**src/quad_xp_map.svh**
```systemverilog
// register offsets, field positions, reset values and timing constants of the quad control block
`ifndef QUAD_XP_MAP_SVH
`define QUAD_XP_MAP_SVH

// channel register offsets
`define REG_CDR_RESET      8'h0a
`define REG_SIG_DETECT     8'h14
`define REG_EQ_CONTROL     8'h31
`define REG_TABLE_LENGTH   8'h32
`define REG_EQ_STATUS      8'h33
`define REG_TABLE_FIRST    8'h40
`define REG_TABLE_LAST     8'h5f
`define REG_XP_PATH        8'h96
`define REG_CTRL_BUS_SEL   8'h9b

// recovery loop reset bits in cdr_reset_control
`define CDR_RST_LO         2
`define CDR_RST_HI         3
// signal_detect_control fields
`define SD_MANUAL_BIT      0
`define SD_POWER_ON_BIT    1
// eq control fields
`define EQC_BW_LO          0
`define EQC_BW_HI          1
`define EQC_LIMIT_BIT      2
`define EQC_READAPT_BIT    3
// crosspoint_path_config fields
`define XP_ENABLE_BIT      0
`define XP_LOCAL_BIT       1
`define XP_MULTI_BIT       2
`define XP_MASTER_BIT      3
`define XP_MUX_LO          4
`define XP_MUX_HI          5
// control_bus_select field
`define CBS_LO             0
`define CBS_HI             1
// eq status fields
`define STS_DONE_BIT       4
`define STS_BUSY_BIT       5
`define STS_POWER_BIT      6
`define STS_LOCKACQ_BIT    7

// reset values
`define TABLE_LEN_RESET    5'h1f
`define BW_FULL_RATE       2'h0
`define BW_MID_RATE        2'h1
`define BW_HALF_RATE       2'h2
`define TABLE_RESET_ENTRY  8'h00

// settle time after each table step before sampling the figure of merit
`define CLK_PERIOD_NS      10
`define EQ_SETTLE_NS       100
`define EQ_SETTLE_CYC      ((`EQ_SETTLE_NS + `CLK_PERIOD_NS - 1) / `CLK_PERIOD_NS)

`endif

```
**src/quad_xp_pkg.sv**
```systemverilog
// shared types and helpers of the quad crosspoint and equalizer control
package quad_xp_pkg;

	typedef enum logic [1:0] {
		ADAPT_IDLE,
		ADAPT_STEP,
		ADAPT_SETTLE,
		ADAPT_FROZEN
	} adapt_state_e;

	typedef logic [7:0] stage_code_t;

	// effective boost level: sum of the four two-bit stage codes
	function automatic logic [3:0] boost_sum(input stage_code_t c);
		boost_sum = {2'h0, c[1:0]} + {2'h0, c[3:2]} + {2'h0, c[5:4]} + {2'h0, c[7:6]};
	endfunction

endpackage

```
**src/eq_adapt.sv**
```systemverilog
// boost table walk of one channel: picks the entry with the best figure of merit, then freezes
`timescale 1ns/10ps
`include "quad_xp_map.svh"
module eq_adapt
	import quad_xp_pkg::*;
#(
	parameter int SETTLE = `EQ_SETTLE_CYC
) (
	input  wire logic        clock,
	input  wire logic        rst_n,
	input  wire logic        start,
	input  wire logic        enable,
	input  wire logic [4:0]  len_m1,
	input  wire logic [7:0]  figure_of_merit,
	input  wire stage_code_t entry,
	output logic      [4:0]  idx,
	output stage_code_t      code,
	output logic             busy,
	output logic             done
);
	adapt_state_e state_r;
	logic [7:0]   cnt_r;
	logic [7:0]   best_fom_r;
	stage_code_t  best_code_r;

	// walk: apply entry, settle, score, keep the best
	always_ff @(posedge clock or negedge rst_n) begin
		if (!rst_n) begin
			state_r     <= ADAPT_IDLE;
			idx         <= 5'h00;
			code        <= `TABLE_RESET_ENTRY;
			cnt_r       <= 8'h00;
			best_fom_r  <= 8'h00;
			best_code_r <= `TABLE_RESET_ENTRY;
		end else if (start && enable) begin
			state_r    <= ADAPT_STEP;
			idx        <= 5'h00;
			best_fom_r <= 8'h00;
		end else begin
			case (state_r)
				ADAPT_STEP: begin
					code    <= entry;
					cnt_r   <= 8'(SETTLE);
					state_r <= ADAPT_SETTLE;
				end
				ADAPT_SETTLE: begin
					if (cnt_r > 8'h01) begin
						cnt_r <= cnt_r - 8'h01;
					end else begin
						if (idx == 5'h00 || figure_of_merit > best_fom_r) begin
							best_fom_r  <= figure_of_merit;
							best_code_r <= code;
						end
						if (idx >= len_m1) begin
							state_r <= ADAPT_FROZEN;
							code    <= (idx == 5'h00 || figure_of_merit > best_fom_r) ? code : best_code_r;
						end else begin
							idx     <= idx + 5'h01;
							state_r <= ADAPT_STEP;
						end
					end
				end
				ADAPT_FROZEN: state_r <= ADAPT_FROZEN;
				ADAPT_IDLE:   state_r <= ADAPT_IDLE;
				default:      state_r <= ADAPT_IDLE;
			endcase
		end
	end

	assign busy = (state_r == ADAPT_STEP) || (state_r == ADAPT_SETTLE);
	assign done = (state_r == ADAPT_FROZEN);
endmodule

```
**src/quad_crosspoint_eq_control.sv**
```systemverilog
// control of one quad: crosspoint routing, boost table adaptation and signal-detect gating
`timescale 1ns/10ps
`include "quad_xp_map.svh"
module quad_crosspoint_eq_control
	import quad_xp_pkg::*;
#(
	parameter int NCH    = 4,
	parameter int SETTLE = `EQ_SETTLE_CYC
) (
	input  wire logic              clock,
	input  wire logic              reset_n,
	// register port of the channel register sets
	input  wire logic              reg_wr,
	input  wire logic              reg_rd,
	input  wire logic [1:0]        reg_chan,
	input  wire logic [7:0]        reg_addr,
	input  wire logic [7:0]        reg_wdata,
	output logic      [7:0]        reg_rdata,
	output logic                   reg_rvalid,
	// analog front end and recovery loops
	input  wire logic [NCH-1:0]    sig_present,
	input  wire logic [NCH-1:0]    lock_acq,
	input  wire logic [NCH*8-1:0]  figure_of_merit,
	output logic      [NCH-1:0]    path_power_on,
	output logic      [NCH*8-1:0]  eq_stage_code,
	output logic      [NCH*2-1:0]  eq_bandwidth,
	output logic      [NCH-1:0]    eq_limiting,
	output logic      [NCH*2-1:0]  data_mux_sel,
	output logic      [NCH-1:0]    local_buf_en,
	output logic      [NCH-1:0]    multi_buf_en,
	output logic      [NCH-1:0]    xp_enable,
	output logic      [NCH-1:0]    master_ctl,
	output logic      [NCH-1:0]    recovery_loop_reset
);
	logic        rst_n;
	logic [NCH-1:0] sig_s;

	// channel register state
	logic [7:0]  cdr_rst_r   [NCH];
	logic [7:0]  sig_det_r   [NCH];
	logic [7:0]  eq_ctl_r    [NCH];
	logic [4:0]  tbl_len_r   [NCH];
	logic [7:0]  xp_path_r   [NCH];
	logic [7:0]  cbus_sel_r  [NCH];
	stage_code_t boost_table [NCH][32];
	logic [NCH-1:0] readapt_r;
	logic [NCH-1:0] rl_rst_d_r;
	logic [NCH-1:0] lock_acq_d_r;

	// adaptation engines, one per channel register set
	logic [4:0]  ad_idx   [NCH];
	stage_code_t ad_code  [NCH];
	logic [NCH-1:0] ad_busy;
	logic [NCH-1:0] ad_done;
	logic [NCH-1:0] ad_start;
	logic [NCH-1:0] ad_enable;
	logic [NCH-1:0] rl_rst_now;

	// owner of each physical equalizer's control bus
	logic [1:0]  owner    [NCH];
	logic [NCH-1:0] owned;

	logic [1:0]  wr_ch;
	logic [7:0]  rd_value;

	// reset release and pin synchronisers
	sync2 #(.W(1)) u_rst_sync (
		.clock (clock),
		.rst_n (reset_n),
		.d     (1'b1),
		.q     (rst_n)
	);

	sync2 #(.W(NCH)) u_sig_sync (
		.clock (clock),
		.rst_n (rst_n),
		.d     (sig_present),
		.q     (sig_s)
	);

	assign wr_ch = reg_chan;

	// writable control registers of each channel
	always_ff @(posedge clock or negedge rst_n) begin
		if (!rst_n) begin
			for (int c = 0; c < NCH; c++) begin
				cdr_rst_r[c]  <= 8'h00;
				sig_det_r[c]  <= 8'h00;
				eq_ctl_r[c]   <= {6'h00, `BW_FULL_RATE};
				tbl_len_r[c]  <= `TABLE_LEN_RESET;
				xp_path_r[c]  <= {2'h0, 2'(c), 4'h0}; // mux field starts on the own channel
				cbus_sel_r[c] <= {6'h00, 2'(c)};
			end
		end else if (reg_wr) begin
			case (reg_addr)
				`REG_CDR_RESET:    cdr_rst_r[wr_ch]  <= reg_wdata;
				`REG_SIG_DETECT:   sig_det_r[wr_ch]  <= reg_wdata;
				`REG_EQ_CONTROL:   eq_ctl_r[wr_ch]   <= reg_wdata & 8'hf7;
				`REG_TABLE_LENGTH: tbl_len_r[wr_ch]  <= reg_wdata[4:0];
				`REG_XP_PATH:      xp_path_r[wr_ch]  <= reg_wdata;
				`REG_CTRL_BUS_SEL: cbus_sel_r[wr_ch] <= reg_wdata;
				default: ;
			endcase
		end
	end

	// boost table: thirty-two entries per channel, any stage combination
	always_ff @(posedge clock or negedge rst_n) begin
		if (!rst_n) begin
			for (int c = 0; c < NCH; c++) begin
				for (int e = 0; e < 32; e++) begin
					boost_table[c][e] <= `TABLE_RESET_ENTRY;
				end
			end
		end else if (reg_wr && reg_addr >= `REG_TABLE_FIRST && reg_addr <= `REG_TABLE_LAST) begin
			boost_table[wr_ch][reg_addr[4:0]] <= reg_wdata;
		end
	end

	// manual readapt command is a one-cycle pulse from the self-clearing bit
	always_ff @(posedge clock or negedge rst_n) begin
		if (!rst_n) begin
			readapt_r <= '0;
		end else begin
			for (int c = 0; c < NCH; c++) begin
				readapt_r[c] <= reg_wr && reg_addr == `REG_EQ_CONTROL && wr_ch == 2'(c)
					&& reg_wdata[`EQC_READAPT_BIT];
			end
		end
	end

	// edge history of recovery loop reset and lock acquisition
	always_ff @(posedge clock or negedge rst_n) begin
		if (!rst_n) begin
			rl_rst_d_r   <= '0;
			lock_acq_d_r <= '0;
		end else begin
			rl_rst_d_r   <= rl_rst_now;
			lock_acq_d_r <= lock_acq;
		end
	end

	// adaptation starts on reset release, reacquisition or readapt
	always_comb begin
		for (int c = 0; c < NCH; c++) begin
			rl_rst_now[c] = |cdr_rst_r[c][`CDR_RST_HI:`CDR_RST_LO];
			ad_start[c]   = (rl_rst_d_r[c] && !rl_rst_now[c])
				|| (lock_acq[c] && !lock_acq_d_r[c]) || readapt_r[c];
			// slaves in a broadcast group keep the linear equalizer untouched
			ad_enable[c]  = !xp_path_r[c][`XP_ENABLE_BIT] || xp_path_r[c][`XP_MASTER_BIT];
		end
	end

	for (genvar g = 0; g < NCH; g++) begin : g_adapt
		eq_adapt #(.SETTLE(SETTLE)) u_adapt (
			.clock  (clock),
			.rst_n  (rst_n),
			.start  (ad_start[g]),
			.enable (ad_enable[g]),
			.len_m1 (tbl_len_r[g]),
			.figure_of_merit    (figure_of_merit[g*8 +: 8]),
			.entry  (boost_table[g][ad_idx[g]]),
			.idx    (ad_idx[g]),
			.code   (ad_code[g]),
			.busy   (ad_busy[g]),
			.done   (ad_done[g])
		);
	end

	// each physical equalizer is steered by the channel whose control bus selects it (its own channel if none does),
	// the master winning where several channels select the same one
	always_comb begin
		for (int i = 0; i < NCH; i++) begin
			owner[i] = 2'(i);
			owned[i] = 1'b0;
			for (int c = NCH - 1; c >= 0; c--) begin
				if (cbus_sel_r[c][`CBS_HI:`CBS_LO] == 2'(i) && !owned[i]) begin
					owner[i] = 2'(c);
				end
			end
			for (int c = 0; c < NCH; c++) begin
				if (cbus_sel_r[c][`CBS_HI:`CBS_LO] == 2'(i)) begin
					owned[i] = 1'b1;
				end
			end
			for (int c = NCH - 1; c >= 0; c--) begin
				if (cbus_sel_r[c][`CBS_HI:`CBS_LO] == 2'(i) && xp_path_r[c][`XP_MASTER_BIT]) begin
					owner[i] = 2'(c);
				end
			end
		end
	end

	// equalizer and power controls per physical input
	always_ff @(posedge clock or negedge rst_n) begin
		if (!rst_n) begin
			path_power_on <= '0;
			eq_stage_code <= '0;
			eq_bandwidth  <= '0;
			eq_limiting   <= '0;
		end else begin
			for (int i = 0; i < NCH; i++) begin
				if (owned[i] && sig_det_r[owner[i]][`SD_MANUAL_BIT]) begin
					path_power_on[i] <= sig_det_r[owner[i]][`SD_POWER_ON_BIT];
				end else begin
					path_power_on[i] <= sig_s[i];
				end
				// four stages of two bits each
				eq_stage_code[i*8 +: 8] <= ad_code[owner[i]];
				eq_bandwidth[i*2 +: 2]  <= eq_ctl_r[owner[i]][`EQC_BW_HI:`EQC_BW_LO];
				eq_limiting[i]          <= eq_ctl_r[owner[i]][`EQC_LIMIT_BIT];
			end
		end
	end

	// crosspoint path controls per channel
	always_ff @(posedge clock or negedge rst_n) begin
		if (!rst_n) begin
			data_mux_sel        <= '0;
			local_buf_en        <= '0;
			multi_buf_en        <= '0;
			xp_enable           <= '0;
			master_ctl          <= '0;
			recovery_loop_reset <= '0;
		end else begin
			for (int c = 0; c < NCH; c++) begin
				// any source of the quad feeds any feedback equalizer
				data_mux_sel[c*2 +: 2] <= xp_path_r[c][`XP_MUX_HI:`XP_MUX_LO];
				local_buf_en[c]        <= xp_path_r[c][`XP_LOCAL_BIT];
				multi_buf_en[c]        <= xp_path_r[c][`XP_MULTI_BIT];
				xp_enable[c]           <= xp_path_r[c][`XP_ENABLE_BIT];
				master_ctl[c]          <= xp_path_r[c][`XP_MASTER_BIT];
				recovery_loop_reset[c] <= rl_rst_now[c];
			end
		end
	end

	// read data selection
	always_comb begin
		rd_value = 8'h00;
		if (reg_addr >= `REG_TABLE_FIRST && reg_addr <= `REG_TABLE_LAST) begin
			rd_value = boost_table[reg_chan][reg_addr[4:0]];
		end else begin
			case (reg_addr)
				`REG_CDR_RESET:    rd_value = cdr_rst_r[reg_chan];
				`REG_SIG_DETECT:   rd_value = sig_det_r[reg_chan];
				`REG_EQ_CONTROL:   rd_value = eq_ctl_r[reg_chan];
				`REG_TABLE_LENGTH: rd_value = {3'h0, tbl_len_r[reg_chan]};
				`REG_XP_PATH:      rd_value = xp_path_r[reg_chan];
				`REG_CTRL_BUS_SEL: rd_value = cbus_sel_r[reg_chan];
				`REG_EQ_STATUS: begin
					rd_value[3:0] = boost_sum(ad_code[reg_chan]);
					rd_value[`STS_DONE_BIT]    = ad_done[reg_chan];
					rd_value[`STS_BUSY_BIT]    = ad_busy[reg_chan];
					rd_value[`STS_POWER_BIT]   = path_power_on[cbus_sel_r[reg_chan][`CBS_HI:`CBS_LO]];
					rd_value[`STS_LOCKACQ_BIT] = lock_acq[reg_chan];
				end
				default: rd_value = 8'h00;
			endcase
		end
	end

	// registered read answer, one cycle after the strobe
	always_ff @(posedge clock or negedge rst_n) begin
		if (!rst_n) begin
			reg_rdata  <= 8'h00;
			reg_rvalid <= 1'b0;
		end else begin
			reg_rvalid <= reg_rd;
			if (reg_rd) begin
				reg_rdata <= rd_value;
			end
		end
	end
endmodule

```
**src/sync2.sv**
```systemverilog
// two flip-flop synchroniser for levels, also used to release the reset
`timescale 1ns/10ps
module sync2 #(
	parameter int W = 1
) (
	input  wire logic         clock,
	input  wire logic         rst_n,
	input  wire logic [W-1:0] d,
	output logic      [W-1:0] q
);
	logic [W-1:0] meta_r;

	// first stage feeds only the second stage
	always_ff @(posedge clock or negedge rst_n) begin
		if (!rst_n) begin
			meta_r <= '0;
			q      <= '0;
		end else begin
			meta_r <= d;
			q      <= meta_r;
		end
	end
endmodule

```
**config.mk**
```make
export PLATFORM = sky130hd
export DESIGN_NAME = quad_crosspoint_eq_control
export DESIGN_NICKNAME = d
export VERILOG_FILES = /design/src/quad_xp_pkg.sv /design/src/eq_adapt.sv /design/src/quad_crosspoint_eq_control.sv /design/src/sync2.sv
export VERILOG_INCLUDE_DIRS = /design/src
export SDC_FILE = /design/constraint.sdc
export NUM_CORES = 2
export LEC_CHECK = 0
export BUFFER_PORTS_ARGS = -buffer_cell sky130_fd_sc_hd__buf_2
export CORE_MARGIN = 3
export CORE_UTILIZATION = 45
export DETAILED_ROUTE_END_ITERATION = 8
export SLEW_MARGIN = 10
export SYNTH_ARGS = -nofsm -noshare
export SYNTH_HDL_FRONTEND = slang
export SYNTH_HIERARCHICAL = 1
export SYNTH_SLANG_ARGS = --single-unit
```
**constraint.sdc**
```tcl
create_clock -name clock -period 56.5 [get_ports clock]
set_input_delay 8.475 -clock clock [delete_from_list [all_inputs] [get_ports clock]]
set_output_delay 8.475 -clock clock [all_outputs]
set_load 0.05 [all_outputs]
```
# After elaboration in Yosys (flattened, before gate mapping)
# Cells that the tools add are included.
# Widths: inputs -> output; s select.
[totals]
output_inout_bits = 85
regBits = 1463
word_cells = 665
in_bits = 62
[classes]
n_reduce_logical = 133
mux = 223
n_eq_ne = 58
addsub = 11
n_bitwise = 18
magnitude_cmp = 28
[ops]
columns = ["operator", "n"]
rows = [
  ["$bwmux 1024", 1],
  ["$mux 256", 3],
  ["$mux 8", 65],
  ["$bmux 256 s2", 1],
  ["$demux 256 s2", 1],
  ["$bmux 8 s2", 18],
  ["$bmux 8 s5", 5],
  ["$bwmux 32", 5],
  ["$pmux 8 s2", 8],
  ["$mux 2", 49],
  ["$mux 5", 19],
  ["$pmux 8 s7", 1],
  ["$reduce_and 3->1", 16],
  ["$logic_and 1x1->1", 46],
  ["$demux 8 s5", 1],
  ["$eq 2x2->1 const B", 18],
  ["$gt 8x1->1 const B", 4],
  ["$gt 8x8->1", 4],
  ["$ne 2x1->1 const B", 16],
  ["$pmux 2 s4", 4],
  ["$sub 8x1->8 const B", 4],
  ["$ge 6x6->1 const B", 5],
  ["$not 5->6", 5],
  ["$mux 1", 26],
  ["34 further kinds", 146],
]

# Longest topological paths before layout
[logic_depth]
ltp_word = 15
mapped_depth = 17
mapped_depth_nobuf = 10

# Modules after synthesis
# The synthesis kept the hierarchy.
[modules_own_cells]
columns = ["module", "instances", "area_per_inst_um2", "seq_area_each_um2", "cells_per_inst"]
rows = [
  ["quad_crosspoint_eq_control", 1, 67900.1, 32391.1, 4549],
  ["eq_adapt", 4, 2371.0, 975.9, 236],
  ["sync2 at u_sig_sync", 1, 200.2, 200.2, 8],
  ["sync2 at u_rst_sync", 1, 50.0, 50.0, 2],
]

# Least setup slack after synthesis
# No wires, ideal clock.
[synth_timing]
kind = "input -> register"
start = "input port reg_chan[0]"
end = "register reg_rdata[2]"
path_buffers = 7
t_required_ns = 56.379
path_stages = 17
setup_slack_ns = 43.828
arrival_time_ns = 12.551
setup_ns = 0.121
cell_sequence = "buf_6 buf_6 buf_4 buf_4 buf_6 buf_4 buf_2 mux4_2 inv_1 fa_1 fa_1 inv_1 ha_1 fa_1 a221oi_1 nand4_1 o22a_1"
[synth_via]
elab_chain_cells = 9
word_cells_on_any_way = 33
classes_between = "add/sub (3); mux (29); bitwise (1)"
[synth_lines]
columns = ["element", "line", "source"]
rows = [
  ["start, declared", "quad_crosspoint_eq_control.sv:15", "input wire logic [1:0] reg_chan,"],
  ["$not 2->3 (not written as such) *", "--", ""],
  ["$bmux 8 s2", "quad_crosspoint_eq_control.sv:252", "rd_value[3:0] = boost_sum(ad_code[reg_chan]);"],
  ["$mux 8 (not written as such) (2 in a row)", "quad_crosspoint_eq_control.sv:252", ""],
  ["$add 2x2->3", "quad_xp_pkg.sv:15", "boost_sum = {2'h0, c[1:0]} + {2'h0, c[3:2]} + {2'h0, c[5:4]} + {2'h0, c[7:6]};"],
  ["$add 3x2->4", "quad_xp_pkg.sv:15", ""],
  ["$add 4x2->4", "quad_xp_pkg.sv:15", ""],
  ["$pmux 8 s7", "quad_crosspoint_eq_control.sv:244", "case (reg_addr)"],
  ["$mux 8 *", "quad_crosspoint_eq_control.sv:241", "if (reg_addr >= `REG_TABLE_FIRST && reg_addr <= `REG_TABLE_LAST) begin"],
  ["end signal, assigned", "quad_crosspoint_eq_control.sv:271", "reg_rdata <= rd_value;"],
  ["end, declared", "quad_crosspoint_eq_control.sv:18", "output logic [7:0] reg_rdata,"],
]
# Every way passes the cells marked *; elsewhere a longest branch is shown, timed or not. The select of a mux whose other input is x is not followed.
# A chain may end at the register's enable or synchronous reset.

# Worst setup path in the final report
[layout_timing]
start = "input port reg_chan[1]"
end = "register reg_rdata[3]"
# The elaborated chain is that of the path after synthesis.

==> results.toml <==
[global_routing]
grt_max_degree = 169
grt_pass1_vias = 52700
antenna_found_initial = 38
overflow = 0
grt.met1_usage_pct = 42.2
grtUsageMet2_pct = 46.7
met3_usage_pct = 9.60
track_usage_pct = 31.8
busiest_layer = "met2"
grt_pass1_wl_mm = 407

[yosys]
synth-main-ff-cell = "dfrtp_1"
synth-xor-area-share_pct = 0.181
synth_top_family_by_area = "multiplexers"
netlist_area_um2 = 77600
ys_warn_count = 6
synth.area.top_cells = "dfrtp_1 (46%), mux4_2 (18%), mux2_2 (17%), mux2i_1 (1.9%), ha_1 (1.3%)"
synthDistinctLibCells = 89
syn_area_per_cell_um2 = 14.1
yosysSeqAreaShare_pct = 47.1
yosys.area_share.simple_pct = 5.24
synth_commonest_cells = "dfrtp_1 (1431), mux2_2 (1189), mux4_2 (624)"
synthArstFlopShare_pct = 100
ys_ff_latch = 1459
synth_top_area_share_pct = 46.1
synth_compound_area_share_pct = 4.97
synth-adder-area-share_pct = 1.42
synth.area.mux_share_pct = 38.0
syn_nets = 5651
yosysTopAreaCell = "dfrtp_1"
syn_inst = 5503
synth_edf_count = 0
synth_most_common_cell = "dfrtp_1"

[route]
drt_wl_total_mm = 283
drt_first_pass_iters = 6
drtAntennaViolNets = 0
wl_per_cell_um = 35.6
vias = 53000
drc = 0
viasPerCell = 6.66
drt_iter0_drc = 6303

[timing]
rsz0062_at_grt = "false"
fmax_ghz = 0.0791
skew_ns = 0.0317
setup_viol = 0
tightestPinTransition_ns = 1.29
fin_ws_ns = 43.85
whs_ns = 0.329
slew_violations = 0
relSlewSlack_pct = 13.5
fin_crit_sh_pct = 22.4
setup_tns_ns = 0
finalCriticalPeriod_ns = 12.65
finalHoldViolations = 0

[cells_and_area]
syn_to_final_growth_pct = 10.7
drive_gt1_share_pct = 45.1
finalNonFillerCells = 7958
fin_nets = 5662

[clock_tree]
cts_made_buffers = 163
cts_setup_buffers = 0
cts-root-buf = "clkbuf_16"
clk_transition_reported_paths_ns = 0.06
cts_sinks = 1459
clock_path_buffers = 3
clkLatencyLatePin_ns = 0.83
postCtsHoldBufs = 0
cts_max_level = 4
cts_tree = "built"
post_cts_resized = 0

[floorplan]
core-area_um2 = 170000
die_area_um2 = 178000
start_util_pct = 45.6
die_height_um = 421
ioPinCount = 147
die_x_um = 421
row_count = 151

[power_and_ir_drop]
cellPowerDensity_nw_per_um2 = 29.1
p_leak_nw = 38.8
vdd_ir_drop_max_uv = 25.0

[critical_path]
setup.worst_path.end_class = "register"
worst-setup-path-type = "input port to register"
critical_path_arrival_ns = 13.35
cp_max_fo = 71
crit_required_ns = 57.21
start_kind = "input port"

[placement]
gp_congestion = 0.976
portBuffers = 146
dp_hpwl_mm = 191
dpl_worst_slack_ns = 43.30
place_inst = 7644

[outcome]
status = "completed"

[job]
drv_cap = 0

[hold_path]
hold_class = "register to asynchronous set/reset pin"
==> cell families after synthesis <==
kind of cell	count (synthesis)
AO/OA/AOI/OAI	586
XOR/XNOR	16
adder cells (fa/ha/maj)	86
buffers and inverters	549
flip-flops	1459
multiplexers	1996
other	1
AND/OR/NAND/NOR	810
==> critical path, cell delays in order <==
cell and delay, ns:
buf_8 0.44, buf_12 0.47, buf_4 0.58, buf_4 0.83, mux4_2 0.41, a22oi_1 0.21
a21oi_1 0.21, nor4_1 0.77, a21oi_1 0.27, o32a_1 0.42
==> state kept, by name (all words and copies together) (netlist names), 8 cells and up <==
register	cells
g_adapt.u_adapt/state_r	8
data_mux_sel	8
g_adapt.u_adapt/code	32
boost_table	1024
eq_bandwidth	8
sig_det_r	32
cbus_sel_r	32
g_adapt.u_adapt/best_code_r	32
eq_ctl_r	28
reg_rdata	8
g_adapt.u_adapt/cnt_r	32
g_adapt.u_adapt/best_fom_r	32
tbl_len_r	20
xp_path_r	32
cdr_rst_r	32
g_adapt.u_adapt/idx	20
eq_stage_code	32
==> stage by stage <==
stage | instance area (um2) | power [W] | utilization, %
CTS | 85900 | 0.00251 | 50.4
global placement | 80400 | 0.00140 | 47.2
global route | 85900 | 0.00258 | 50.4
floorplan | 77600 | 0.00132 | -
detailed placement | 80400 | 0.00141 | 47.2
finish | 85900 | 0.00250 | 50.4
==> path summary, 6_finish.rpt <==
| kind | end | from | slack (ns) | cells after the start |
|---|---|---|---|---|
| max | reg_rdata[3] | reg_chan[1] | 43.85 | 10 |
| min | boost_table[157] | u_rst_sync/q | 0.33 | 0 |
| max reg2reg | reg_rdata[7] | u_rst_sync/q | 51.47 | 5 |
| min reg2reg | boost_table[157] | u_rst_sync/q | 0.33 | 0 |
| max in group asynchronous | u_rst_sync/q | reset_n | 48.96 | 1 |
| min in group clock | u_rst_sync/q | u_rst_sync/meta_r | 0.35 | 0 |
==> per-layer routing <==
metal | wire length (um) | vias up
met4 | 18200 | 24
met3 | 30200 | 787
met2 | 125000 | 3099
met1 | 110000 | 28100
li1 | - | 21000
met5 | 177 | -
==> power by group <==
part / switching (W) / total [W] / internal (W) / leakage, nW
Combinational: 0.000189 / 0.000280 / 0.0000902 / 15.9
Sequential: 0.0000367 / 0.00111 / 0.00108 / 20.1
Clock: 0.000460 / 0.00111 / 0.000649 / 2.74
Total: 0.000686 / 0.00250 / 0.00182 / 38.8
==> area by class of cell <==
class,instances,area (um2)
Antenna cell,12,30.0
Clock inverter,60,666
Multi-Input combinational cell,3495,38700
Tap cell,2295,2870
Clock buffer,242,4880
Fill cell,14600,84500
Sequential cell,1459,36600
Timing Repair Buffer,259,1670
Inverter,136,510
==> cells in the final DEF (no fill, tap or decap), types with 32 or more instances in the layout <==
master	count
dfrtp_1	1421
mux2_2	1189
mux4_2	624
nand2_1	242
nor2_1	189
clkbuf_16	168
mux2i_1	148
buf_2	136
inv_1	134
o21ai_0	132
a21oi_1	124
buf_4	116
a22oi_1	95
ha_1	82
o211ai_1	70
nor3_1	58
nand3_1	51
nor2_2	40
nand4_1	40
clkbuf_8	40
a211oi_1	39
nor2b_1	37
clkbuf_1	34
mux2_4	32
Power figures use the tool's default switching activity.
